[config.mk]
export PLATFORM = sky130hd
export DESIGN_NAME = mbwd_handler
export DESIGN_NICKNAME = d
export VERILOG_FILES = /design/src/mbwd_pkg.sv /design/src/mbwd_tx.sv /design/src/mbwd_handler.sv
export SDC_FILE = /design/constraint.sdc
export NUM_CORES = 1
export LEC_CHECK = 0
export ABC_AREA = 1
export BUFFER_PORTS_ARGS = -buffer_cell sky130_fd_sc_hd__buf_2
export CAP_MARGIN = 20
export CORE_ASPECT_RATIO = 0.7
export CORE_MARGIN = 5
export CORE_UTILIZATION = 65
export CTS_CLUSTER_SIZE = 8
export DETAILED_ROUTE_END_ITERATION = 7
export PLACE_DENSITY = 0.83
export SLEW_MARGIN = 40
export SYNTH_ARGS = -nofsm -noshare
export SYNTH_HDL_FRONTEND = slang
export SYNTH_SLANG_ARGS = --single-unit
export TNS_END_PERCENT = 10
[constraint.sdc]
create_clock -name sys_clk -period 5.6 [get_ports sys_clk]
set_input_delay 0.28 -clock sys_clk [delete_from_list [all_inputs] [get_ports sys_clk]]
set_output_delay 0.28 -clock sys_clk [all_outputs]
set_load 0.03 [all_outputs]
[src/mbwd_pkg.sv]
// Shared constants and types of the Modbus write and diagnosis handler.
// Assumes a byte-wide request stream whose last byte is flagged by the framing layer.
package mbwd_pkg;

  localparam logic [7:0] MBWD_FC_DIAG = 8'h08;
  localparam logic [7:0] MBWD_FC_WR_SAVE = 8'h06;
  localparam logic [7:0] MBWD_FC_WR_RAM = 8'h41;
  localparam logic [7:0] MBWD_FC_WRM_RAM = 8'h42;
  localparam logic [7:0] MBWD_EXC_FLAG = 8'h80;

  localparam logic [7:0] MBWD_EXC_NONE = 8'h00;
  localparam logic [7:0] MBWD_EXC_ILL_FUNC = 8'h01;
  localparam logic [7:0] MBWD_EXC_ILL_VALUE = 8'h03;

  localparam logic [15:0] MBWD_SUB_ECHO = 16'h0000;
  localparam logic [15:0] MBWD_SUB_CLR_CNT = 16'h000a;

  localparam int MBWD_MAX_REGS = 16;
  localparam logic [15:0] MBWD_MAX_REGS_W = 16'h0010;
  localparam logic [2:0] MBWD_HDR_LAST = 3'h3;
  localparam logic [2:0] MBWD_LEN_ERR = 3'h2;
  localparam logic [2:0] MBWD_LEN_OK = 3'h5;

  typedef enum logic [3:0] {
    MBWD_ST_FUNC,
    MBWD_ST_HDR,
    MBWD_ST_BCNT,
    MBWD_ST_DATA,
    MBWD_ST_DRAIN,
    MBWD_ST_EVAL,
    MBWD_ST_CHECK,
    MBWD_ST_WRITE,
    MBWD_ST_RESP,
    MBWD_ST_WAIT
  } mbwd_state_t;

endpackage : mbwd_pkg

[src/mbwd_tx.sv]
// Response byte sender: holds up to five PDU bytes and hands them out one at a time.
// Assumes the caller loads only while busy is low.
`timescale 1ns/10ps
module mbwd_tx (
  input wire logic sys_clk,
  input wire logic rst,
  input wire logic load,
  input wire logic [39:0] bytes,
  input wire logic [2:0] len,
  output logic busy,
  output logic rsp_valid,
  output logic [7:0] rsp_byte,
  output logic rsp_last,
  input wire logic rsp_ready
);
  import mbwd_pkg::*;

  logic [39:0] sh_q;
  logic [2:0] left_q;

  // Bytes leave high-order first, so every two-byte field goes out high byte then low byte.
  always_ff @(posedge sys_clk) begin
    if (rst) begin
      sh_q <= 40'h0;
      left_q <= 3'h0;
    end else if (load) begin
      sh_q <= bytes;
      left_q <= len;
    end else if (rsp_valid && rsp_ready) begin
      sh_q <= {sh_q[31:0], 8'h00};
      left_q <= left_q - 3'h1;
    end
  end

  assign busy = (left_q != 3'h0);
  assign rsp_valid = busy;
  assign rsp_byte = sh_q[39:32];
  assign rsp_last = (left_q == 3'h1);

endmodule : mbwd_tx

[src/mbwd_handler.sv]
// Modbus slave handler for single and multiple register writes and line diagnosis.
// Assumes a framing layer that delivers request PDU bytes with a last flag and takes the response the same way.
// Functional notes
// - A 0x42 request writes one to sixteen consecutive registers to working memory only.
// - A good 0x42 request is answered with function, start address and register count only.
// - A write to a parameter that may not change while the drive runs is refused with exception 1.
// - A diagnosis request carries a two-byte sub-function and two data bytes and is answered per sub-function.
// - Sub-function zero echoes function, sub-function and data exactly as received.
// - Diagnosis neither reads nor writes any parameter register.
// - A diagnosis sub-function lets the master clear the communication error counters.
// - A 0x06 request stores its value in the nonvolatile register at its address.
// - A single write is answered only after the register is updated, echoing function, address and value.
// - A 0x41 request behaves as 0x06 but updates working memory only.
// - A volatile write takes effect at once and the stored value returns after a power cycle.
// - Every failed request is answered with function plus 0x80 and a one-byte exception code.
// - Two-byte fields travel high byte first.
`timescale 1ns/10ps
module mbwd_handler (
  input wire logic sys_clk,
  input wire logic rst,
  input wire logic req_valid,
  input wire logic [7:0] req_byte,
  input wire logic req_last,
  output logic req_ready,
  output logic rsp_valid,
  output logic [7:0] rsp_byte,
  output logic rsp_last,
  input wire logic rsp_ready,
  input wire logic drive_running,
  output logic [15:0] chk_addr,
  input wire logic chk_locked,
  output logic wr_en,
  output logic [15:0] wr_addr,
  output logic [15:0] wr_data,
  output logic wr_volatile,
  input wire logic wr_ack,
  output logic cnt_clr
);
  import mbwd_pkg::*;

  mbwd_state_t state_q;
  logic [7:0] func_q;
  logic [15:0] f1_q;
  logic [15:0] f2_q;
  logic [7:0] bcnt_q;
  logic [2:0] hcnt_q;
  logic [5:0] dcnt_q;
  logic [7:0] err_q;
  logic [3:0] idx_q;
  logic [15:0] addr_q;
  logic [7:0] hi_q;
  logic [15:0] buf_q [0:MBWD_MAX_REGS-1];
  logic clr_q;
  logic tx_load;
  logic tx_busy;
  logic take;
  logic is_multi;
  logic is_single;
  logic last_idx;
  logic [7:0] err_len;

  assign req_ready = (state_q == MBWD_ST_FUNC) || (state_q == MBWD_ST_HDR) || (state_q == MBWD_ST_BCNT) ||
                     (state_q == MBWD_ST_DATA) || (state_q == MBWD_ST_DRAIN);
  assign take = req_valid && req_ready;
  assign is_multi = (func_q == MBWD_FC_WRM_RAM);
  assign is_single = (func_q == MBWD_FC_WR_SAVE) || (func_q == MBWD_FC_WR_RAM);
  assign last_idx = is_multi ? ({12'h000, idx_q} == f2_q - 16'h0001) : 1'b1;
  // A framing fault keeps whatever exception was already decided.
  assign err_len = (err_q == MBWD_EXC_NONE) ? MBWD_EXC_ILL_VALUE : err_q;

  ////////////////////////////////////////////////////////////////////////////////
  // Request parsing and sequencing.

  always_ff @(posedge sys_clk) begin
    if (rst) begin
      state_q <= MBWD_ST_FUNC;
      func_q <= 8'h00;
      f1_q <= 16'h0000;
      f2_q <= 16'h0000;
      bcnt_q <= 8'h00;
      hcnt_q <= 3'h0;
      dcnt_q <= 6'h00;
      err_q <= MBWD_EXC_NONE;
      idx_q <= 4'h0;
      addr_q <= 16'h0000;
    end else begin
      case (state_q)
        MBWD_ST_FUNC: begin
          if (take) begin
            func_q <= req_byte;
            hcnt_q <= 3'h0;
            idx_q <= 4'h0;
            if (req_byte == MBWD_FC_DIAG || req_byte == MBWD_FC_WR_SAVE || req_byte == MBWD_FC_WR_RAM ||
                req_byte == MBWD_FC_WRM_RAM) begin
              err_q <= MBWD_EXC_NONE;
              state_q <= req_last ? MBWD_ST_EVAL : MBWD_ST_HDR;
              if (req_last) begin
                err_q <= MBWD_EXC_ILL_VALUE;
              end
            end else begin
              err_q <= MBWD_EXC_ILL_FUNC;
              state_q <= req_last ? MBWD_ST_EVAL : MBWD_ST_DRAIN;
            end
          end
        end
        MBWD_ST_HDR: begin
          if (take) begin
            {f1_q, f2_q} <= {f1_q[7:0], f2_q, req_byte};
            hcnt_q <= hcnt_q + 3'h1;
            if (hcnt_q != MBWD_HDR_LAST) begin
              if (req_last) begin
                err_q <= err_len;
                state_q <= MBWD_ST_EVAL;
              end
            end else if (req_last) begin
              if (is_multi) begin
                err_q <= err_len;
              end
              state_q <= MBWD_ST_EVAL;
            end else if (is_multi) begin
              state_q <= MBWD_ST_BCNT;
            end else begin
              err_q <= err_len;
              state_q <= MBWD_ST_DRAIN;
            end
          end
        end
        MBWD_ST_BCNT: begin
          if (take) begin
            bcnt_q <= req_byte;
            dcnt_q <= 6'h00;
            if (req_last) begin
              err_q <= err_len;
              state_q <= MBWD_ST_EVAL;
            end else begin
              state_q <= MBWD_ST_DATA;
            end
          end
        end
        MBWD_ST_DATA: begin
          if (take) begin
            if (dcnt_q != 6'h3f) begin
              dcnt_q <= dcnt_q + 6'h01;
            end
            if (req_last) begin
              if ({2'b00, dcnt_q} + 8'h01 != bcnt_q) begin
                err_q <= err_len;
              end
              state_q <= MBWD_ST_EVAL;
            end
          end
        end
        MBWD_ST_DRAIN: begin
          if (take && req_last) begin
            state_q <= MBWD_ST_EVAL;
          end
        end
        MBWD_ST_EVAL: begin
          addr_q <= f1_q;
          idx_q <= 4'h0;
          if (err_q != MBWD_EXC_NONE) begin
            state_q <= MBWD_ST_RESP;
          end else if (is_multi && (f2_q == 16'h0000 || f2_q > MBWD_MAX_REGS_W ||
                                    {8'h00, bcnt_q} != {f2_q[14:0], 1'b0})) begin
            err_q <= MBWD_EXC_ILL_VALUE;
            state_q <= MBWD_ST_RESP;
          end else if (func_q == MBWD_FC_DIAG) begin
            if (f1_q != MBWD_SUB_ECHO && f1_q != MBWD_SUB_CLR_CNT) begin
              err_q <= MBWD_EXC_ILL_FUNC;
            end
            state_q <= MBWD_ST_RESP;
          end else begin
            state_q <= MBWD_ST_CHECK;
          end
        end
        // Every target is checked before any is written, so a refused block leaves memory untouched.
        MBWD_ST_CHECK: begin
          if (drive_running && chk_locked) begin
            err_q <= MBWD_EXC_ILL_FUNC;
            state_q <= MBWD_ST_RESP;
          end else if (last_idx) begin
            idx_q <= 4'h0;
            addr_q <= f1_q;
            state_q <= MBWD_ST_WRITE;
          end else begin
            idx_q <= idx_q + 4'h1;
            addr_q <= addr_q + 16'h0001;
          end
        end
        MBWD_ST_WRITE: begin
          if (wr_ack) begin
            if (last_idx) begin
              state_q <= MBWD_ST_RESP;
            end else begin
              idx_q <= idx_q + 4'h1;
              addr_q <= addr_q + 16'h0001;
            end
          end
        end
        MBWD_ST_RESP: begin
          state_q <= MBWD_ST_WAIT;
        end
        MBWD_ST_WAIT: begin
          if (!tx_busy) begin
            state_q <= MBWD_ST_FUNC;
          end
        end
        default: begin
          state_q <= MBWD_ST_FUNC;
        end
      endcase
    end
  end

  ////////////////////////////////////////////////////////////////////////////////
  // Value buffer; a single write keeps its value in the first slot.

  always_ff @(posedge sys_clk) begin
    if (rst) begin
      hi_q <= 8'h00;
    end else if (state_q == MBWD_ST_DATA && take) begin
      if (!dcnt_q[0]) begin
        hi_q <= req_byte;
      end else if (!dcnt_q[5]) begin
        buf_q[dcnt_q[4:1]] <= {hi_q, req_byte};
      end
    end else if (state_q == MBWD_ST_EVAL && is_single) begin
      buf_q[0] <= f2_q;
    end
  end

  ////////////////////////////////////////////////////////////////////////////////
  // Register store port and counter clear.

  assign chk_addr = addr_q;
  assign wr_en = (state_q == MBWD_ST_WRITE);
  assign wr_addr = addr_q;
  assign wr_data = buf_q[idx_q];
  // Only 0x06 reaches the saved copy; the others change working memory and act at once.
  assign wr_volatile = (func_q != MBWD_FC_WR_SAVE);

  always_ff @(posedge sys_clk) begin
    if (rst) begin
      clr_q <= 1'b0;
    end else begin
      clr_q <= state_q == MBWD_ST_RESP && err_q == MBWD_EXC_NONE && func_q == MBWD_FC_DIAG &&
               f1_q == MBWD_SUB_CLR_CNT;
    end
  end
  assign cnt_clr = clr_q;

  ////////////////////////////////////////////////////////////////////////////////
  // Response assembly.

  assign tx_load = (state_q == MBWD_ST_RESP);

  mbwd_tx u_tx (
    .sys_clk(sys_clk),
    .rst(rst),
    .load(tx_load),
    .bytes((err_q != MBWD_EXC_NONE) ? {func_q | MBWD_EXC_FLAG, err_q, 24'h000000} :
           {func_q, f1_q, f2_q}),
    .len((err_q != MBWD_EXC_NONE) ? MBWD_LEN_ERR : MBWD_LEN_OK),
    .busy(tx_busy),
    .rsp_valid(rsp_valid),
    .rsp_byte(rsp_byte),
    .rsp_last(rsp_last),
    .rsp_ready(rsp_ready)
  );

endmodule : mbwd_handler

; Yosys cells after proc, flatten, opt, wreduce, memory -nomap -nowiden
; Memories as Yosys holds them, arrays and structs flattened. A register that Yosys moved wholly into a read port is not among the register bits.
; Cells that the tools add are included.
[classes]
addsub = 7
n_mul = 0
div_mod_pow = 0
order_cmp = 1
n_eq_ne = 46
shift = 0
n_mux = 81
n_bitwise = 1
n_reduce_logical = 44
[ops]
columns = cell, n
row1 = 2-to-1 mux 8 bit, 18
row2 = 2-to-1 mux 40 bit, 3
row3 = 2-to-1 mux 4 bit, 23
row4 = 2-to-1 mux 16 bit, 5
row5 = one-hot mux 16 bit (3 select lines), 1
row6 = one-hot mux 8 bit (6 select lines), 1
row7 = one-hot mux 4 bit (10 select lines), 1
row8 = equality test 8 x 7 -> 1 bit (second input constant), 4
row9 = 2-to-1 mux 3 bit, 10
row10 = inequality test 2 bit (second input constant), 12
row11 = 2-to-1 mux 6 bit, 3
row12 = adder 16 x 1 -> 16 bit (second input constant), 1
row13 = equality test 16 x 4 -> 1 bit (second input constant), 1
row14 = equality test 4 x 16 -> 1 bit, 1
row15 = equality test 4 x 3 -> 1 bit (second input constant), 4
row16 = equality test 8 x 3 -> 1 bit (second input constant), 2
row17 = equality test 8 x 4 -> 1 bit (second input constant), 2
row18 = > comparator 16 x 5 -> 1 bit (second input constant), 1
row19 = zero test 16 bit, 1
row20 = inequality test 16 x 4 -> 1 bit (second input constant), 1
row21 = inequality test 8 x 16 -> 1 bit, 1
row22 = one-hot mux 4 bit (4 select lines), 1
row23 = nonzero test 16 bit, 1
row24 = OR reduction 16 bit, 1
row25 = other kinds (37), 81
[word_totals]
regBits = 141
latch_bits = 0
ram_bits = 256
romBits = 0
inputBits = 16
output_inout_bits = 62
word_cells = 195
memories = 1
[mem_list]
columns = name, words, width, rd, rd_clocked_by_memory_dff, write_ports, line
row1 = buf_q, 16, 16, 1, 1, 1, mbwd_handler.sv:52  ; logic [15:0] buf_q [0:MBWD_MAX_REGS-1];

; Depth between registers and ports, before layout
; Gate-level depths: netlist (run 1).
[depth]
ltp_word = 12
mapped_depth = 20
depth_no_buf = 20

; Hierarchy
; Synthesis (run 1) repeated with hierarchy kept, for this count alone.
[unflattened]
cells_unflattened = 2067
area_unflattened_um2 = 19010.7
[modules_own_cells]
columns = module, n_inst, cells_each, area_per_inst_um2, seq_area_each_um2
row1 = mbwd_handler, 1, 1744, 16748.6, 9729.3
row2 = mbwd_tx, 1, 323, 2262.2, 860.8

; Least setup slack after synthesis (run 1)
; No wires, ideal clock.
[synth_timing]
path_type = register to register
start = register func_q[2]
end = memory buf_q[1][0], enable pin
setup_ns = 0.388
arrival_ns = 2.411
t_required_ns = 5.212
setup_slack_ns = 2.800
path_stages_with_launch = 8
n_path_buf = 0
synth_period_minus_slack_ns = 2.800
path_cell_list = dfxtp_1 > inv_1 > or4_1 > o21ai_0 > nand3_1 > o21ai_1 > inv_1 > nor2_1
[synth_via]
elab_chain_cells = 9
elab_cells_between_ends = 11
cone_classes = eq/ne: 2 / mux: 6 / reduce/logical: 3
[synth_rtl]
columns = element, line
row1 = start: declaration, mbwd_handler.sv:42  ; logic [7:0] func_q;
row2 = start signal: assignment, mbwd_handler.sv:90  ; func_q <= req_byte;
row3 = equality test 8 x 3 -> 1 bit or equality test 8 x 7 -> 1 bit (tied branches), mbwd_handler.sv:66  ; assign is_single = (func_q == MBWD_FC_WR_SAVE) || (func_q == MBWD_FC_WR_RAM);
row4 = logical OR 1 bit (*), mbwd_handler.sv:66
row5 = logical AND 1 bit (*), mbwd_handler.sv:227  ; end else if (state_q == MBWD_ST_EVAL && is_single) begin
row6 = 2-to-1 mux 1 bit (*), mbwd_handler.sv:227
row7 = 2-to-1 mux 1 bit (*), mbwd_handler.sv:221  ; end else if (state_q == MBWD_ST_DATA && take) begin
row8 = 2-to-1 mux 1 bit (*), mbwd_handler.sv:219  ; if (rst) begin
row9 = 2-to-1 mux 1 bit (implied by the code) (*), mbwd_handler.sv:228  ; buf_q[0] <= f2_q;
row10 = OR reduction 16 bit (no line), -
row11 = 2-to-1 mux 4 bit (no line) or 2-to-1 mux 1 bit (tied branches), -
row12 = end: declaration, mbwd_handler.sv:52
; Mark *: on every way between the ends. The rest lies on a longest branch, timed or not.

; Final worst setup path (run 1)
[layout_timing]
start = register func_q[6]
end = memory buf_q[0][12], enable pin
; The elaborated chain is that of the path after synthesis.

==> results of run 1 <==
-- placed cells by master (no fill, tap or decap), types with 4 or more instances in the layout --
cell type,netlist,layout
a2111oi_0,7,7
a21oi_1,153,153
a31oi_1,15,15
buf_2,15,77
buf_4,24,21
clkbuf_1,62,24
clkbuf_16,0,58
clkinv_1,5,5
dfxtp_1,145,142
edfxtp_1,256,256
ha_1,9,9
inv_1,199,198
inv_2,7,7
mux2i_1,64,64
nand2_1,279,277
nand2_2,4,6
nand2_4,7,7
nand3_1,79,79
nand3b_1,7,7
nand4_1,17,17
nor2_1,138,121
nor2_2,12,15
nor2_4,1,15
nor3_1,24,24
nor4_1,9,9
o211ai_1,65,65
o21ai_0,205,205
o21ai_1,20,16
o21ai_2,1,4
o22ai_1,19,19
xor2_1,22,22
-- per-stage QoR --
stage,setup slack [ns],util (%)
final,2.163,73.69
after global routing,1.983,73.69
after CTS,2.275,73.50
after detailed placement,2.302,67.86
after global placement,2.248,67.54
after floorplan,2.800,-
-- kinds of logic (layout without fill, tap and decap cells) --
| logic type | count (synthesis) | count (layout) | share of synthesized area (%) |
|---|---|---|---|
| AOI/OAI and AO/OA | 494 | 494 | 15.01 |
| muxes | 64 | 64 | 3.511 |
| buffers and inverters | 329 | 396 | 7.488 |
| DFF | 401 | 401 | 58.04 |
| xor gates and xnor gates | 25 | 25 | 1.200 |
| adders and majority gates | 9 | 9 | 0.6171 |
| and+or+nand+nor | 586 | 586 | 14.14 |
-- tightest hold or removal path, stage by stage --
cell and delay [ns]:
buf_2 0.12, nand3_1 0.08, a21oi_1 0.07
-- sequential cells by signal (all words and copies together), names as in the netlist, named ones only --
| name | cells |
|---|---|
| hcnt_q | 3 |
| buf_q | 256 |
| bcnt_q | 8 |
| chk_addr | 16 |
| dcnt_q | 6 |
| f1_q | 16 |
| idx_q | 4 |
| cnt_clr | 1 |
| hi_q | 8 |
| func_q | 8 |
| err_q | 8 |
| u_tx.sh_q | 40 |
| u_tx.left_q | 3 |
| state_q | 4 |
| f2_q | 16 |
-- worst max-delay path by stage --
| stage | endpoint | slack [ns] | start |
|---|---|---|---|
| 2_1_floorplan | buf_q[1][0] | 2.80 | func_q[2] |
| 3_3_place_gp | buf_q[1][15] | 2.25 | func_q[6] |
| 3_5_place_dp | buf_q[0][11] | 2.30 | func_q[6] |
| 4_1_cts | buf_q[13][8] | 2.27 | state_q[2] |
| 5_1_grt | buf_q[0][12] | 1.98 | func_q[6] |
| 6_report | buf_q[0][12] | 2.16 | func_q[6] |
-- power groups by stage --
stage | clock, mW | sequential [mW] | combinational [mW]
after CTS | 3.07 | 3.64 | 2.59
after detailed placement | 0 | 3.68 | 2.55
after floorplan | 0 | 3.58 | 1.98
after global placement | 0 | 3.72 | 2.44
final | 3.07 | 3.66 | 2.66
after global routing | 3.20 | 3.68 | 2.89
-- area by class of cell --
class / instances / share of cell area [%]
clock buffers: 82 / 7.536
clock inverters: 2 / 0.1223
inverters: 211 / 3.884
multi-input cells: 1178 / 31.44
flip-flops and latches: 401 / 51.80
well taps: 371 / 2.269
repair buffers: 101 / 2.948
-- per-layer routing --
metal / vias to the layer above / GRT usage (%)
li1: 6674 / -
met1: 6967 / 49.07
met2: 1071 / 44.51
met3: 131 / 8.248
met4: 0 / 7.630
met5: - / 0
==> flow_summary.ini, run 1 <==
[routing]
avgViaCountPerCell = 6.327
wl_met3_um = 7498
drt_wl_total_um = 50690
met2_wirelength_um = 20840
detail_route.first_pass.iterations = 8
drt.antenna.violating_nets = 0
met1Wirelength_um = 21120
dr.first_iter.drc_count = 2527
top_layer_used = met4
dr_total_vias = 14840
total_drc_errors_in_the_routed_layout = 0
wl_per_cell_um = 21.60

[finish]
final_layout_size_suffix_gt1_share_pct = 11.59
antenna_cells = 0
final_nets = 1974
num-fill-cells = 1867
synthToLayoutAreaGrowth_pct = 12.10
sequential_cell_area_sq_um = 10600
layoutNonFillerInstCount = 2346
finalInstanceArea_sq_um = 20460
multiInputGateArea_sq_um = 6431

[sta]
period_needed_ns = 3.437
unrepaired_setup_endpoints_after_global_routing = false
maxClockFrequency_mhz = 291.0
finalHoldViolCount = 0
fin_setup_tns_ns = 0
worst_slew_pin_slew_ns = 0.8368
final.hold.worst_slack_ns = 0.04457
min_period_over_period_pct = 61.37
setup_violations = 0
clock_skew_ns = 0.01811
timing.max_slew.rel_slack_pct = 44.14
timing_max_transition_violations_final = 0

[critical_path]
crit_chain = inv_1 -> nor4_1 -> nand3_1 -> o21ai_0 -> nand3_1 -> o21ai_1 -> o21ai_0 -> inv_1
critPathBufInv = 2
setup.worst_path.start_class = flip-flop
cp_data_required_time_ns = 5.79
crit-reg2reg-capture = buf_q[0][12]
setup.worst_path.class = reg -> reg
worst-r2r-setup-slack_ns = 2.16
cp_top_family = simple AND/OR/NAND/NOR gates
critical_path.reg2reg.startpoint = func_q[6]
crit_fanout = 19
max_stage_delay_ns = 0.62
timing.critical_path.slowest_stage_cell = inv_1
endpoint_kind = flip-flop
cp.arrival_ns = 3.62
worst-path-stages = 8
worstRegToRegCells = 8

[hold_path]
holdPathStages = 3
worst_hold_startpoint = req_valid
min_path_type = in -> reg
whs_endpoint = hcnt_q[1]

[power_and_ir_drop]
power.share.clock_pct = 32.7
power.internal_mw = 6.034
power_per_cell_area_nw_per_um2 = 458.3
power.share.switching_pct = 35.64
total_power_of_the_final_layout_mw = 9.375
power.leakage_nw = 7.706
fraction_of_power_consumed_by_combinational_cells_pct = 28.3
seq_power_share_pct = 39.0
net-switching-power_mw = 3.341
largest_voltage_drop_on_the_vdd_net_mv = 0.4241

[clocking]
cts_root_buf = clkbuf_16
cts_hold_repair.buffers = 0
numClockSinks = 401
htree_num_levels = 2
cts_tree = built
clkTransAtPathRegs_ns = 0.05
setup_fix_buffers_added_after_clock_tree_synthesis = 0
numCtsBuffers = 56
clk_latency_ns = 0.57
cts_buffer_depth = 3
cts.repair.resized = 0

[logic_synthesis]
synth_warnings = 0
yosys_register_bits = 401
async_flop_share_pct = 0
synth_area_leaders = edfxtp_1 (42%), dfxtp_1 (16%), nand2_1 (5.7%)
synth_largest_area_cell = edfxtp_1
synth.yosys.seq_area_share_pct = 58.04
dominantRegCellSynth = edfxtp_1
postSynthAreaPerCell_sq_um = 9.564
yosys.cell_count.top_type = nand2_1
syn-num-nets = 1933
netlist_top_cells_count = nand2_1 (279), edfxtp_1 (256), o21ai_0 (205)
synth_cells = 1908
synthDominantCellAreaShare_pct = 42.13
ys_types = 45
synth-edff-count = 256
netlist_area_sq_um = 18250

[global_route]
grt_first_pass_wirelength_um = 78290
grt_pass1_vias = 13850
grt_start_max_net_pins = 105
global_route.overflow_total = 0
grt_antenna_before_repair = 0
gr-usage-all-layers_pct = 31.58

[floorplanning]
core_area_sq_um = 27760
chipWidth_um = 210.3
ioPinCount = 78
die-area_sq_um = 31580
std_cell_rows = 51
start_util_pct = 65.74
chipHeight_um = 150.2

[place]
post-place-cells = 2262
post_dp_cell_area_sq_um = 18840
gp_congestion = 0.9775
place.port_buffers = 77
hpwlAfterDp_um = 32830

[job]
cap_viol_max_count = 0

[run_status]
status = completed
No activity file was read; power rests on OpenSTA's default activity.
==> run 2, diff against run 1 <==
- CORE_UTILIZATION: 65 -> 62
- PLACE_DENSITY: 0.83 -> 0.8
- clock period: 5.6 -> 3.35 ns (I/O delays scaled with it)
==> flow_summary.ini, run 2 (same netlist as run 1, synthesis figures left out) <==
[floorplanning]
core_area_sq_um = 28950
chipWidth_um = 215.1
std_cell_rows = 52
chipHeight_um = 153.5
die-area_sq_um = 33020
ioPinCount = 78
start_util_pct = 63.03

[clocking]
cts_buffer_depth = 3
cts_tree = built
numClockSinks = 401
clkTransAtPathRegs_ns = 0.05
setup_fix_buffers_added_after_clock_tree_synthesis = 0
clk_latency_ns = 0.57
htree_num_levels = 2
numCtsBuffers = 56
cts_root_buf = clkbuf_16

[power_and_ir_drop]
power.share.switching_pct = 35.03
power.internal_mw = 10.15
power.leakage_nw = 7.868
seq_power_share_pct = 38.7
fraction_of_power_consumed_by_combinational_cells_pct = 28.3
power.share.clock_pct = 33.0
largest_voltage_drop_on_the_vdd_net_mv = 0.9626
power_per_cell_area_nw_per_um2 = 757.0
net-switching-power_mw = 5.475
total_power_of_the_final_layout_mw = 15.63

[critical_path]
cp_top_family = simple AND/OR/NAND/NOR gates
critical_path.reg2reg.startpoint = state_q[1]
crit-reg2reg-capture = buf_q[9][14]
cp_data_required_time_ns = 3.60
crit_chain = nor2_1 -> nand2_1 -> a21oi_1 -> nand2_1 -> inv_1 -> nand4_1 -> inv_1 -> nand4_1 -> nor2_2 -> buf_4
crit_fanout = 12
setup.worst_path.class = reg -> reg
worstRegToRegCells = 10
endpoint_kind = flip-flop
max_stage_delay_ns = 0.38
timing.critical_path.slowest_stage_cell = dfxtp_1
cp.arrival_ns = 3.09
setup.worst_path.start_class = flip-flop
critPathBufInv = 3
worst-r2r-setup-slack_ns = 0.51

[routing]
dr.first_iter.drc_count = 2031
avgViaCountPerCell = 6.089
total_drc_errors_in_the_routed_layout = 0
wl_per_cell_um = 20.50
drt.antenna.violating_nets = 0
dr_total_vias = 14560
drt_wl_total_um = 49030
detail_route.first_pass.iterations = 6

[finish]
synthToLayoutAreaGrowth_pct = 13.15
antenna_cells = 0
final_layout_size_suffix_gt1_share_pct = 12.66
num-fill-cells = 2007
layout_top_registers = buf_q: 256 flops, u_tx.sh_q: 40 flops
final_nets = 2000
leading_cell_type_in_the_layout_fill_and_taps_excluded = nand2_1
finalInstanceArea_sq_um = 20650
largest_reg_flops = 256
sequential_cell_area_sq_um = 10600
layout.cells.most_common_list = nand2_1 (279), edfxtp_1 (256), o21ai_0 (205), inv_1 (199), a21oi_1 (153)
multiInputGateArea_sq_um = 6377
regMostFlops = buf_q

[place]
gp_congestion = 0.9377
hpwlAfterDp_um = 31280
place.port_buffers = 77
post_dp_cell_area_sq_um = 18980

[sta]
unrepaired_setup_endpoints_after_global_routing = false
min_period_over_period_pct = 84.74
timing_max_transition_violations_final = 0
finalHoldViolCount = 0
clock_skew_ns = 0.01882
timing.max_slew.rel_slack_pct = 42.99
maxClockFrequency_mhz = 352.2
setup_violations = 0
fin_setup_tns_ns = 0
period_needed_ns = 2.839
worst_slew_pin_slew_ns = 0.8543

[job]
cap_viol_max_count = 0

[run_status]
status = completed

[hold_path]
worst_hold_startpoint = req_byte[3]
holdPathStages = 3
whs_endpoint = hi_q[3]
min_path_type = in -> reg

[global_route]
gr-usage-all-layers_pct = 28.85
grt_start_max_net_pins = 107
grt_pass1_vias = 13500
grt_first_pass_wirelength_um = 76040
grt_antenna_before_repair = 0
global_route.overflow_total = 0
## run 2: cell count changes in the layout (fill, tap and decap cells not counted), sizes merged
cell	before	now
clkinv	7	4
buf	101	121
inv	206	210
dlygate4sd3	0	6
clkbuf	82	94
## run 2: worst max-delay path by stage
stage                           from           end  slack, ns  cells past startpoint
after CTS                    f2_q[1]  chk_addr[10]       0.59                     19
after detailed placement  state_q[0]  buf_q[9][14]       0.64                     10
after floorplan            func_q[2]   buf_q[1][0]       0.55                      7
after global placement    state_q[0]  buf_q[9][14]       0.75                     10
final                     state_q[1]  buf_q[9][14]       0.51                     10
after global routing         f2_q[1]  chk_addr[10]       0.29                     19
## run 2: metal layers
metal / global-route usage [%] / vias up / share of wire (%)
li1: - / 6738 / -
met1: 43.97 / 6839 / 43
met2: 40.92 / 865 / 42
met3: 7.980 / 122 / 13
met4: 7.859 / 0 / 2.4
met5: 0 / - / 0
## run 2: power by group through the flow
stage | Combinational, mW | Sequential [mW] | Clock (mW)
floorplan | 3.30 | 5.99 | 0
global placement | 4.18 | 6.10 | 0
detailed placement | 4.28 | 6.12 | 0
CTS | 4.35 | 6.03 | 5.18
global route | 4.83 | 6.09 | 5.42
finish | 4.42 | 6.06 | 5.16
## run 2: layout make-up
| cell class | count | share of cell area (%) |
|---|---|---|
| Timing Repair Buffer | 127 | 3.957 |
| Clock buffer | 94 | 7.581 |
| Multi-Input combinational cell | 1178 | 30.89 |
| Sequential cell | 401 | 51.32 |
| Clock inverter | 3 | 0.1273 |
| Inverter | 211 | 3.836 |
| Tap cell | 378 | 2.291 |
## run 2: what timing repair did
item                                   CTS  global route
endpoints found under the hold margin    6             0
hold buffers                             6             0
gates resized for setup                  0             0
## run 2: worst register-to-register path, delay by kind of cell (launching register included)
family	cells	cell delay, ns
AOI/OAI and AO/OA	1	0.23
buffers and inverters	3	0.54
DFF	1	0.38
and+or+nand+nor	6	1.37
## run 2: through the flow
stage | cells | hold WS (ns) | setup slack [ns] | util [%]
after floorplan | 1908 | 0.3024 | 0.5502 | -
after global placement | 2289 | 0.4438 | 0.7524 | 65.43
after detailed placement | 2289 | 0.4508 | 0.6388 | 65.54
after CTS | 2392 | 0.0007042 | 0.5915 | 71.25
after global routing | 2392 | 0.02227 | 0.2945 | 71.31
final | 2392 | 0.02960 | 0.5111 | 71.31
